==> src/shared/comparator_pkg.sv <==
// Constants, field positions and types of the comparator control block.
// Assumes a 16-bit control register reached over a plain strobe port.
package comparator_pkg;

  localparam int unsigned ADDR_W = 4;
  localparam int unsigned DATA_W = 16;
  localparam logic [ADDR_W-1:0] CTRL_ADDR = 4'h0;

  localparam int unsigned ON_BIT        = 15;
  localparam int unsigned UNUSED_BIT    = 14;
  localparam int unsigned IDLE_STOP_BIT = 13;
  localparam int unsigned HYST_HI       = 12;
  localparam int unsigned HYST_LO       = 11;
  localparam int unsigned FILT_EN_BIT   = 10;
  localparam int unsigned FCLK_BIT      = 9;
  localparam int unsigned REF_OE_BIT    = 8;
  localparam int unsigned INPUT_SELECT_HI      = 7;
  localparam int unsigned INPUT_SELECT_LO      = 6;
  localparam int unsigned EXT_REF_BIT   = 5;
  localparam int unsigned HYST_POL_BIT  = 4;
  localparam int unsigned STATUS_BIT    = 3;
  localparam int unsigned ALT_BIT       = 2;
  localparam int unsigned OUT_POL_BIT   = 1;
  localparam int unsigned RANGE_BIT     = 0;

  localparam logic [DATA_W-1:0] CTRL_RESET   = 16'h0000;
  localparam logic [DATA_W-1:0] CTRL_WR_MASK = 16'hBFF7;

  localparam logic [1:0] HYST_NONE = 2'h0;
  localparam logic [1:0] HYST_5    = 2'h1;
  localparam logic [1:0] HYST_10   = 2'h2;
  localparam logic [1:0] HYST_20   = 2'h3;
  localparam logic [4:0] MV_0      = 5'h00;
  localparam logic [4:0] MV_5      = 5'h05;
  localparam logic [4:0] MV_10     = 5'h0A;
  localparam logic [4:0] MV_20     = 5'h14;

  localparam int unsigned MUX_W    = 5;
  localparam logic [MUX_W-1:0] MUX_NONE = 5'h00;
  localparam logic [MUX_W-1:0] MUX_PGA  = 5'h10;
  localparam logic [MUX_W-1:0] MUX_ONE  = 5'h01;

  localparam int unsigned FILTER_SAMPLES = 3;
  localparam int unsigned STRETCH_TICKS  = 3;

  typedef enum logic [1:0] {PWR_OFF, PWR_RUN, PWR_HALT} power_t;

endpackage

==> src/shared/filter_if.sv <==
// Carrier between the control logic and the output filter.
// Assumes both ends run on the same system clock.
`timescale 1ns/100ps
`default_nettype none
interface filter_if;
  logic tick;
  logic filterOn;
  logic sample;
  logic clear;
  logic result;
  modport ctrl (output tick, output filterOn, output sample,
                output clear, input result);
  modport filt (input tick, input filterOn, input sample,
                input clear, output result);
endinterface
`default_nettype wire

==> src/logic/comp_filter.sv <==
// Digital output filter and pulse stretcher for the comparator output.
// Assumes tick, sample and clear come from logic on clk_sys.
`timescale 1ns/100ps
`default_nettype none
module comp_filter #(
  parameter int unsigned SAMPLES = comparator_pkg::FILTER_SAMPLES,
  parameter int unsigned STRETCH = comparator_pkg::STRETCH_TICKS
) (
  input wire logic clk_sys,
  input wire logic rst_n,
  filter_if.filt   fp
);
  import comparator_pkg::*;

  localparam int unsigned CW = $clog2(SAMPLES + 1);
  localparam int unsigned SW = $clog2(STRETCH + 1);

  logic [CW-1:0] agree_r;
  logic [CW-1:0] agree_nxt;
  logic          filtered_r;
  logic          filtered_nxt;
  logic [SW-1:0] stretch_r;
  logic [SW-1:0] stretch_nxt;
  logic          result_r;
  logic          result_nxt;
  logic          stage;

  always_comb begin
    agree_nxt    = agree_r;
    filtered_nxt = filtered_r;
    stretch_nxt  = stretch_r;
    result_nxt   = result_r;
    stage        = 1'b0;
    if (fp.clear) begin
      agree_nxt    = '0;
      filtered_nxt = 1'b0;
      stretch_nxt  = '0;
      result_nxt   = 1'b0;
    end else if (fp.tick) begin
      // A change passes only after SAMPLES agreeing ticks
      if (!fp.filterOn || fp.sample == filtered_r) begin
        agree_nxt = '0;
      end else if (agree_r == CW'(SAMPLES - 1)) begin
        agree_nxt    = '0;
        filtered_nxt = fp.sample;
      end else begin
        agree_nxt = agree_r + CW'(1);
      end
      if (!fp.filterOn) begin
        filtered_nxt = fp.sample;
      end
      stage = fp.filterOn ? filtered_nxt : fp.sample;
      if (stage) begin
        stretch_nxt = SW'(STRETCH);
      end else if (stretch_r != '0) begin
        stretch_nxt = stretch_r - SW'(1);
      end
      result_nxt = stage | (stretch_r != '0);
    end
  end

  always_ff @(posedge clk_sys or negedge rst_n) begin
    if (!rst_n) begin
      agree_r    <= '0;
      filtered_r <= 1'b0;
      stretch_r  <= '0;
      result_r   <= 1'b0;
    end else begin
      agree_r    <= agree_nxt;
      filtered_r <= filtered_nxt;
      stretch_r  <= stretch_nxt;
      result_r   <= result_nxt;
    end
  end

  assign fp.result = result_r;
endmodule // comp_filter
`default_nettype wire

==> src/logic/analog_comparator_control.sv <==
// Control register, power state, input routing and output status of one
// analog comparator channel. Assumes the analog macro, the reference DAC
// and the device idle logic sit outside; comparator and PWM clock pins are
// asynchronous, idle signals come from logic on clk_sys.
// Functional notes
// - Top bit powers comparator on, off saves power
// - Idle-stop bit halts comparator in idle
// - Any instance idle-stop halts all in idle
// - Hysteresis code: none, 5, 10, 20 mV
// - Filter enable passes output through filter
// - Clock select set: filter uses PWM clock
// - Clock select clear: filter uses system clock
// - Reference output enable connects DAC to pin
// - Normal inputs: codes pick pins A-D
// - Alternate inputs: low codes pick second amplifier
// - Status bit is hardware only, resets zero
// - Bit 14 reads zero; all reset zero
`timescale 1ns/100ps
`default_nettype none
module analog_comparator_control (
  input  wire logic                                clk_sys,
  input  wire logic                                rst_n,
  input  wire logic [comparator_pkg::ADDR_W-1:0]   addr,
  input  wire logic [comparator_pkg::DATA_W-1:0]   wrData,
  input  wire logic                                wrStrobe,
  input  wire logic                                rdStrobe,
  output var  logic [comparator_pkg::DATA_W-1:0]   rdData,
  input  wire logic                                compRaw,
  input  wire logic                                pwmClk,
  input  wire logic                                idleMode,
  input  wire logic                                idleStopOthers,
  output var  logic                                idleStopOut,
  output var  logic                                comparatorPowered,
  output var  logic [1:0]                          hysteresisSelect,
  output var  logic [4:0]                          hysteresisMv,
  output var  logic                                referenceOutputEnable,
  output var  logic [comparator_pkg::MUX_W-1:0]    inputSelectOneHot,
  output var  logic                                externalReference,
  output var  logic                                hysteresisPolarity,
  output var  logic                                outputPolarity,
  output var  logic                                rangeSelect,
  output var  logic                                comparatorStatus
);
  import comparator_pkg::*;

  logic [DATA_W-1:0] ctrl_r;
  logic [DATA_W-1:0] ctrl_nxt;
  logic [DATA_W-1:0] rdData_r;
  logic [DATA_W-1:0] rdData_nxt;
  logic [DATA_W-1:0] readVal;
  logic              ctrlHit;
  logic [4:0]        hystMv_r;
  logic [4:0]        hystMv_nxt;
  logic [MUX_W-1:0]  mux_r;
  logic [MUX_W-1:0]  mux_nxt;
  logic [1:0]        hystCode;
  logic [1:0]        inselCode;

  power_t            state_r;
  power_t            state_nxt;
  logic              powered_r;
  logic              powered_nxt;
  logic              idleHalt;
  logic              status_r;
  logic              status_nxt;

  logic              cmpMeta_r;
  logic              cmpSync_r;
  logic              pwmMeta_r;
  logic              pwmSync_r;
  logic              pwmPrev_r;
  logic              pwmRise;

  filter_if fbus ();

  comp_filter #(
    .SAMPLES (FILTER_SAMPLES),
    .STRETCH (STRETCH_TICKS)
  ) u_filter (
    .clk_sys (clk_sys),
    .rst_n   (rst_n),
    .fp      (fbus.filt)
  );

  // Register port
  always_comb begin
    ctrlHit = (addr == CTRL_ADDR);
    readVal = ctrl_r;
    readVal[STATUS_BIT] = status_r;
    readVal[UNUSED_BIT] = 1'b0;
    ctrl_nxt = ctrl_r;
    if (wrStrobe && ctrlHit) begin
      // Status and the unused bit are never stored
      ctrl_nxt = wrData & CTRL_WR_MASK;
    end
    rdData_nxt = '0;
    if (rdStrobe && ctrlHit) begin
      rdData_nxt = readVal;
    end else if (rdStrobe) begin
      rdData_nxt = '0;
    end
  end

  // Decoded views of the control fields
  always_comb begin
    hystCode  = ctrl_nxt[HYST_HI:HYST_LO];
    inselCode = ctrl_nxt[INPUT_SELECT_HI:INPUT_SELECT_LO];
    case (hystCode)
      HYST_20: hystMv_nxt = MV_20;
      HYST_10: hystMv_nxt = MV_10;
      HYST_5:  hystMv_nxt = MV_5;
      default: hystMv_nxt = MV_0;
    endcase
    if (!ctrl_nxt[ALT_BIT]) begin
      mux_nxt = MUX_ONE << inselCode;
    end else if (!inselCode[1]) begin
      mux_nxt = MUX_PGA;
    end else begin
      mux_nxt = MUX_NONE;
    end
  end

  always_ff @(posedge clk_sys or negedge rst_n) begin
    if (!rst_n) begin
      ctrl_r   <= CTRL_RESET;
      rdData_r <= '0;
      hystMv_r <= MV_0;
      // Code 00 with normal inputs is pin A, so the reset view is pin A
      mux_r    <= MUX_ONE;
    end else begin
      ctrl_r   <= ctrl_nxt;
      rdData_r <= rdData_nxt;
      hystMv_r <= hystMv_nxt;
      mux_r    <= mux_nxt;
    end
  end

  // Pin synchronisers; the first stage feeds only the second
  always_ff @(posedge clk_sys or negedge rst_n) begin
    if (!rst_n) begin
      cmpMeta_r <= 1'b0;
      cmpSync_r <= 1'b0;
      pwmMeta_r <= 1'b0;
      pwmSync_r <= 1'b0;
      pwmPrev_r <= 1'b0;
    end else begin
      cmpMeta_r <= compRaw;
      cmpSync_r <= cmpMeta_r;
      pwmMeta_r <= pwmClk;
      pwmSync_r <= pwmMeta_r;
      pwmPrev_r <= pwmSync_r;
    end
  end

  assign pwmRise = pwmSync_r & ~pwmPrev_r;

  // Power state: off, running, or halted by idle
  always_comb begin
    // Any idle-stop bit in the device halts every comparator in idle
    idleHalt = idleMode &&
               (ctrl_r[IDLE_STOP_BIT] || idleStopOthers);
    if (!ctrl_r[ON_BIT]) begin
      state_nxt = PWR_OFF;
    end else if (idleHalt) begin
      state_nxt = PWR_HALT;
    end else begin
      state_nxt = PWR_RUN;
    end
    powered_nxt = (state_nxt == PWR_RUN);
    case (state_r)
      PWR_OFF:  status_nxt = 1'b0;
      PWR_HALT: status_nxt = status_r;
      default:  status_nxt = fbus.result;
    endcase
  end

  always_ff @(posedge clk_sys or negedge rst_n) begin
    if (!rst_n) begin
      state_r   <= PWR_OFF;
      powered_r <= 1'b0;
      status_r  <= 1'b0;
    end else begin
      state_r   <= state_nxt;
      powered_r <= powered_nxt;
      status_r  <= status_nxt;
    end
  end

  // Filter drive
  assign fbus.tick     = ctrl_r[FCLK_BIT] ? pwmRise : 1'b1;
  assign fbus.filterOn = ctrl_r[FILT_EN_BIT];
  assign fbus.sample   = cmpSync_r ^ ctrl_r[OUT_POL_BIT];
  assign fbus.clear    = (state_r != PWR_RUN);

  // Outputs
  assign rdData                = rdData_r;
  assign idleStopOut           = ctrl_r[IDLE_STOP_BIT];
  assign comparatorPowered     = powered_r;
  assign hysteresisSelect      = ctrl_r[HYST_HI:HYST_LO];
  assign hysteresisMv          = hystMv_r;
  assign referenceOutputEnable = ctrl_r[REF_OE_BIT];
  assign inputSelectOneHot     = mux_r;
  assign externalReference     = ctrl_r[EXT_REF_BIT];
  assign hysteresisPolarity    = ctrl_r[HYST_POL_BIT];
  assign outputPolarity        = ctrl_r[OUT_POL_BIT];
  assign rangeSelect           = ctrl_r[RANGE_BIT];
  assign comparatorStatus      = status_r;

  logic runBypass;
  assign runBypass = (state_r == PWR_RUN) && !ctrl_r[FILT_EN_BIT] &&
                     !ctrl_r[FCLK_BIT];
endmodule // analog_comparator_control
`default_nettype wire

==> config.mk <==
export PLATFORM = sky130hd
export DESIGN_NAME = analog_comparator_control
export DESIGN_NICKNAME = d
export VERILOG_FILES = /design/src/shared/comparator_pkg.sv /design/src/shared/filter_if.sv /design/src/logic/comp_filter.sv /design/src/logic/analog_comparator_control.sv
export SDC_FILE = /design/constraint.sdc
export NUM_CORES = 1
export LEC_CHECK = 0
export BUFFER_PORTS_ARGS = -buffer_cell sky130_fd_sc_hd__buf_2
export CAP_MARGIN = 10
export CORE_ASPECT_RATIO = 0.75
export CORE_MARGIN = 3
export CORE_UTILIZATION = 25
export DETAILED_ROUTE_END_ITERATION = 16
export PLACE_DENSITY_LB_ADDON = 0.2
export RECOVER_POWER = 100
export SLEW_MARGIN = 30
export SYNTH_ARGS = -nofsm -noshare
export SYNTH_HDL_FRONTEND = slang
export SYNTH_SLANG_ARGS = --single-unit
==> constraint.sdc <==
create_clock -name clk_sys -period 1.8 [get_ports clk_sys]
set_clock_uncertainty 0.05 [all_clocks]
set_input_delay 0.36 -clock clk_sys [delete_from_list [all_inputs] [get_ports clk_sys]]
set_output_delay 0.36 -clock clk_sys [all_outputs]
set_load 0.01 [all_outputs]
# Yosys cells after proc, flatten, opt, wreduce, memory -nomap -nowiden
# Cells that the tools add are included.
# W data, S select, Z words.
[word_totals]
romBits = 0
latchBits = 0
ram_bits = 0
inputBits = 28
word_cells = 71
reg_bits = 55
n_memories = 0
[classes]
order_cmp = 0
n_mux = 27
n_addsub = 2
mul = 0
n_eq_ne = 8
bitwise = 4
div_mod_pow = 0
reduce_logical = 12
n_shift = 1
[ops]
columns = ["op", "n"]
rows = [
  ["$mux W2", 10],
  ["$mux W16", 1],
  ["$pmux W5 S3", 1],
  ["$mux W13", 1],
  ["$mux W1", 11],
  ["$mux W5", 2],
  ["$eq A2 B2 Y1 const B", 4],
  ["$shl A1 B2 Y5 const A", 1],
  ["$eq A2 B1 Y1 const B", 2],
  ["$logic_not A4 Y1", 1],
  ["$reduce_bool A2 Y1", 2],
  ["$logic_and A1 B1 Y1", 3],
  ["$reduce_bool A3 Y1", 1],
  ["$add A2 B1 Y2 const B", 1],
  ["$logic_not A2 Y1", 1],
  ["$logic_or A1 B1 Y1", 2],
  ["$ne A2 B1 Y1 const B", 1],
  ["$pmux W1 S2", 1],
  ["$reduce_and A2 Y1", 1],
  ["$sub A2 B1 Y2 const B", 1],
  ["$and A1 B1 Y1", 1],
  ["$eq A1 B1 Y1", 1],
  ["$logic_not A1 Y1", 1],
  ["$not A1 Y1", 1],
  ["2 further kinds", 2],
]

# Longest topological paths before layout
[logic_depth]
depth_word = 11
depth_mapped = 6
ltp_nobuf = 6

# Cells and area by module
# From an unflattened synthesis, not the netlist that was laid out.
[unflattened]
hier_cells = 155
area_unflattened_um2 = 2119.5
[modules_own_cells]
columns = ["module", "area_per_inst_um2", "n_inst", "seq_area_each_um2", "cells_each"]
rows = [
  ["analog_comparator_control", 1767.9, 1, 1127.3, 123],
  ["comp_filter", 351.6, 1, 150.1, 32],
]

# Worst setup path after synthesis
# No wires, ideal clock.
[synth_timing]
kind = "register -> register"
start = "register ctrl_r[1]"
end = "register u_filter.agree_r[0]"
setup_time_ns = 0.072
path_slack_ns = 0.294
t_required_ns = 1.678
period_less_slack_ns = 1.506
stages_incl_launch_ff = 5
n_path_buf = 0
arrival_ns = 1.384
cell_sequence = "dfrtp_1 -> xnor3_1 -> a2111oi_4 -> mux2i_1 -> nor2_1"
[synth_between]
elab_chain_len = 6
[synth_rtl]
columns = ["element", "line", "rtl"]
rows = [
  ["from (decl)", "analog_comparator_control.sv:46", "logic [DATA_W-1:0] ctrl_r;"],
  ["from (signal assigned)", "analog_comparator_control.sv:131", "ctrl_r <= ctrl_nxt;"],
  ["$xor A1 B1 Y1", "analog_comparator_control.sv:192", "assign fbus.sample = cmpSync_r ^ ctrl_r[OUT_POL_BIT];"],
  ["$eq A1 B1 Y1", "comp_filter.sv:41", "if (!fp.filterOn || fp.sample == filtered_r) begin"],
  ["$logic_or A1 B1 Y1", "comp_filter.sv:41", ""],
  ["$mux W2", "comp_filter.sv:41", ""],
  ["$mux W2", "comp_filter.sv:39", "end else if (fp.tick) begin"],
  ["$mux W2", "comp_filter.sv:34", "if (fp.clear) begin"],
  ["to (signal assigned)", "comp_filter.sv:69", "agree_r <= agree_nxt;"],
  ["to (decl)", "comp_filter.sv:18", "logic [CW-1:0] agree_r;"],
]
# No other way between the ends. The select of a mux whose other input is x is not followed.
# A chain may end at the register's enable or synchronous reset.

# Worst setup path after layout
[layout_timing]
start = "register u_filter.stretch_r[0]"
end = "register u_filter.stretch_r[1]"
[layout_between]
elab_chain_len = 5
elab_cells_between_ends = 8
[layout_rtl]
columns = ["element", "line", "rtl"]
rows = [
  ["from (decl)", "comp_filter.sv:22", "logic [SW-1:0] stretch_r;"],
  ["from (signal assigned)", "comp_filter.sv:71", "stretch_r <= stretch_nxt;"],
  ["$sub A2 B1 Y2", "comp_filter.sv:56", "stretch_nxt = stretch_r - SW'(1);"],
  ["$mux W2", "comp_filter.sv:55", "end else if (stretch_r != '0) begin"],
  ["$mux W2", "comp_filter.sv:53", "if (stage) begin"],
  ["$mux W2", "comp_filter.sv:39", ""],
  ["$mux W2", "comp_filter.sv:34", ""],
]
# Parallel ways exist; a longest one is shown, timed or not. The select of a mux whose other input is x is not followed.

==> run metrics <==
worst IR drop on VDD=0.349 mV; max incr delay on CP=0.37 ns; met2 GRT Util=0.155; final std cell area, no fill=around 0.0025 sq mm; Final Hold Fails=0; DIE AREA=0.00927 sq mm; minimum clock period=1.59 ns; Tot Pwr=2.86 mW; Comb pwr share=0.184; Worst-path clk slew=around 0.1 ns; R2R depth=6; Detailed Route WL=approximately 4500 um; Cells after DPL=315; Layout area overhead=23.6%; critical-path cell list=inv_1 > ha_1 > nor2b_1 > a32oi_2 > a21oi_1 > a311oi_1; Synth async-reset ratio=1.00; crit path capture type=register; DP HPWL=3120 um; Max transition margin=0.481; layout cells sized above 1=0.238; clock buffer depth=2; Ports=64; RSZ-0062 raised after global routing=no; Tightest Pin Transition=~0.8 ns; Post-synth EDFFs=0; switching share of power=0.269; first-pass iteration count of the detailed router=4; cell count after synthesis=159; met1 global-route usage=0.144; nets=251; Initial Utilization=0.268; Main synth FF type=dfrtp_1; DR vias=around 1400; CP Launch Type=register; Mapped Avg Cell Area=12.8 sq um; Worst Hold Class=in2reg; clock network fraction of total power=0.323; PortBufs=60; max-cap viol count=0; Power Internal=2.09 mW; status=completed; # rows=27; WP buf/inv=1; CTS tree=done; CP Depth=6; pin count of the biggest net entering global routing=38; pwr dens=1140 mW/mm^2; CP required=between 1.5 and 2 ns; sequential-to-total area share from yosys stat=0.628; first-pass GRT wire length=between 7000 and 8000 um; Sequential Power Share=0.493; count of antenna-violating nets left after detailed routing=0; DRT iter0 DRCs=slightly above 60; core area=0.00760 sq mm; Remaining Overflow, GRT=0; Antenna diodes=0; CTS Buf Count=5; Die X=110 um; final worst-path cycle share=0.883; DRC=0; CP Data Arrival Time=1.74 ns; vias in the first global route=1410; FMAX=approximately 630 MHz; routed vias/inst=4.19; hold path depth=1; Sum Neg Setup Slack=0 ns; post-synthesis cell type count=35; # H-tree levels=2; Worst Path Max Fanout=3; worst-skew pair later-pin latency=0.30 ns; Synth Cell Area=0.00203 sq mm; antenna violations before repair=0; clk sink count=slightly above 50; max-slew violations=0; Cell Count, Final, Fillers Out=324; # setup viols final=0; Ys Warns=0; syn nets=188; Seq cells post-synth=51; critical path class=reg2reg; DP Area=roughly 0.0025 sq mm; slowest CP cell=dfrtp_1; CTS Root Cell=clkbuf_8; global routing's busiest layer=met2; Total GRT Usage=0.100; met3 usage=0.0217; drt wl/cell=13.8 um; GPL Wtd Cong=0.736; P_sw=769 uW; leak pwr=between 1 and 1.5 nW; Die H=84.1 um; top cell family by delay on the critical path=compound AO/OA/AOI/OAI gates
-- cells by family after synthesis --
family,after synthesis,synth area share
compound gates,22,0.0781
xor+xnor,2,0.0154
fa+ha+maj,1,0.00615
buf+inv,15,0.0381
flops,51,0.628
mux,14,0.0769
other cells,1,0.00184
simple gates,53,0.156
-- placed cells by master (no fill, tap or decap), types with 2 or more instances in the layout --
master | synthesis | final
a311oi_1 | 2 | 2
nand2b_1 | 4 | 4
o21ai_0 | 10 | 10
and3_1 | 14 | 14
o41ai_1 | 2 | 2
buf_2 | 2 | 25
and2_0 | 1 | 2
nor2b_1 | 2 | 2
nand3b_1 | 6 | 6
inv_1 | 5 | 5
clkbuf_1 | 3 | 39
nand2_1 | 10 | 10
nand3_1 | 2 | 2
a21oi_1 | 3 | 3
nor2_1 | 7 | 7
clkbuf_8 | 0 | 5
mux2_2 | 13 | 13
a22oi_1 | 2 | 2
dfrtp_1 | 50 | 50
bufinv_16 | 0 | 2
-- what timing repair did --
action                     in CTS  in global routing
buffers inserted                0                  0
setup endpoints to repair       0                  1
hold buffers                    1                  0
hold endpoints to repair       14                  0
gates resized for setup         0                  1
-- synthesized netlist by cell type, types with 3 or more instances --
| master | number | area, sq um |
|---|---|---|
| buf_4 | 5 | 37.5 |
| nand2b_1 | 4 | 25.0 |
| clkbuf_1 | 3 | 11.3 |
| mux2_2 | 13 | 146 |
| o21ai_0 | 10 | 50.1 |
| and3_1 | 14 | 87.6 |
| nand3b_1 | 6 | 45.0 |
| inv_1 | 5 | 18.8 |
| a21oi_1 | 3 | 15.0 |
| nand2_1 | 10 | 37.5 |
| nor2_1 | 7 | 26.3 |
| dfrtp_1 | 50 | 1250 |
-- per-stage QoR --
step                 util  hold WS, ns  setup WS [ns]
finish              0.331        0.109          0.210
CTS                 0.341       0.0997          0.170
global route        0.331       0.0961         0.0500
detailed placement  0.323        0.245          0.186
floorplan               -       0.0144          0.294
global placement    0.323        0.240          0.218
-- layout make-up --
type / instances / area (sq um)
multi-input combinational: 93 / 666
clock inverter: 2 / 60.1
tap: 101 / 126
inverter: 5 / 18.8
sequential: 51 / 1280
timing repair buffer: 66 / 294
fill: 810 / 5090
clock buffer: 6 / 72.6
-- registers in the layout, indices dropped and copies added (netlist names), 2 cells and up --
name and cells:
u_filter.stretch_r 2, ctrl_r 13, hysteresisMv 4, rdData 15
inputSelectOneHot 5, u_filter.agree_r 2
-- power groups by stage --
stage          registers (mW)  clock network [mW]  logic, mW
2_1_floorplan            1.45                   0      0.332
3_3_place_gp             1.43                   0      0.569
3_5_place_dp             1.43                   0      0.576
4_1_cts                  1.41               0.966      0.581
5_1_grt                  1.44                1.02      0.606
6_report                 1.41               0.925      0.528
-- metal layers --
layer	wire (um)	up-vias	part of all wire
li1	-	673	-
met4	31	0	0.0070
met5	0	-	0
met1	2150	643	0.48
met2	2020	40	0.45
met3	254	2	0.057
-- worst register-to-register path: stages (launching register included) --
cell      delay [ns]
dfrtp_1         0.37
inv_1           0.05
ha_1            0.23
nor2b_1         0.15
a32oi_2         0.27
a21oi_1         0.11
a311oi_1        0.26
-- worst paths after layout --
path / start / endpoint / slack (ns)
worst min register to register: cmpMeta_r / cmpSync_r / 0.31
worst min-delay path: pwmClk / pwmMeta_r / 0.11
worst max-delay path: u_filter.stretch_r[0] / u_filter.stretch_r[1] / 0.21
worst max register to register: u_filter.stretch_r[0] / u_filter.stretch_r[1] / 0.21
min in group asynchronous: rst_n / inputSelectOneHot[3] / 0.60
max in group asynchronous: rst_n / inputSelectOneHot[0] / 0.26
No activity file was read; power rests on OpenSTA's default activity.
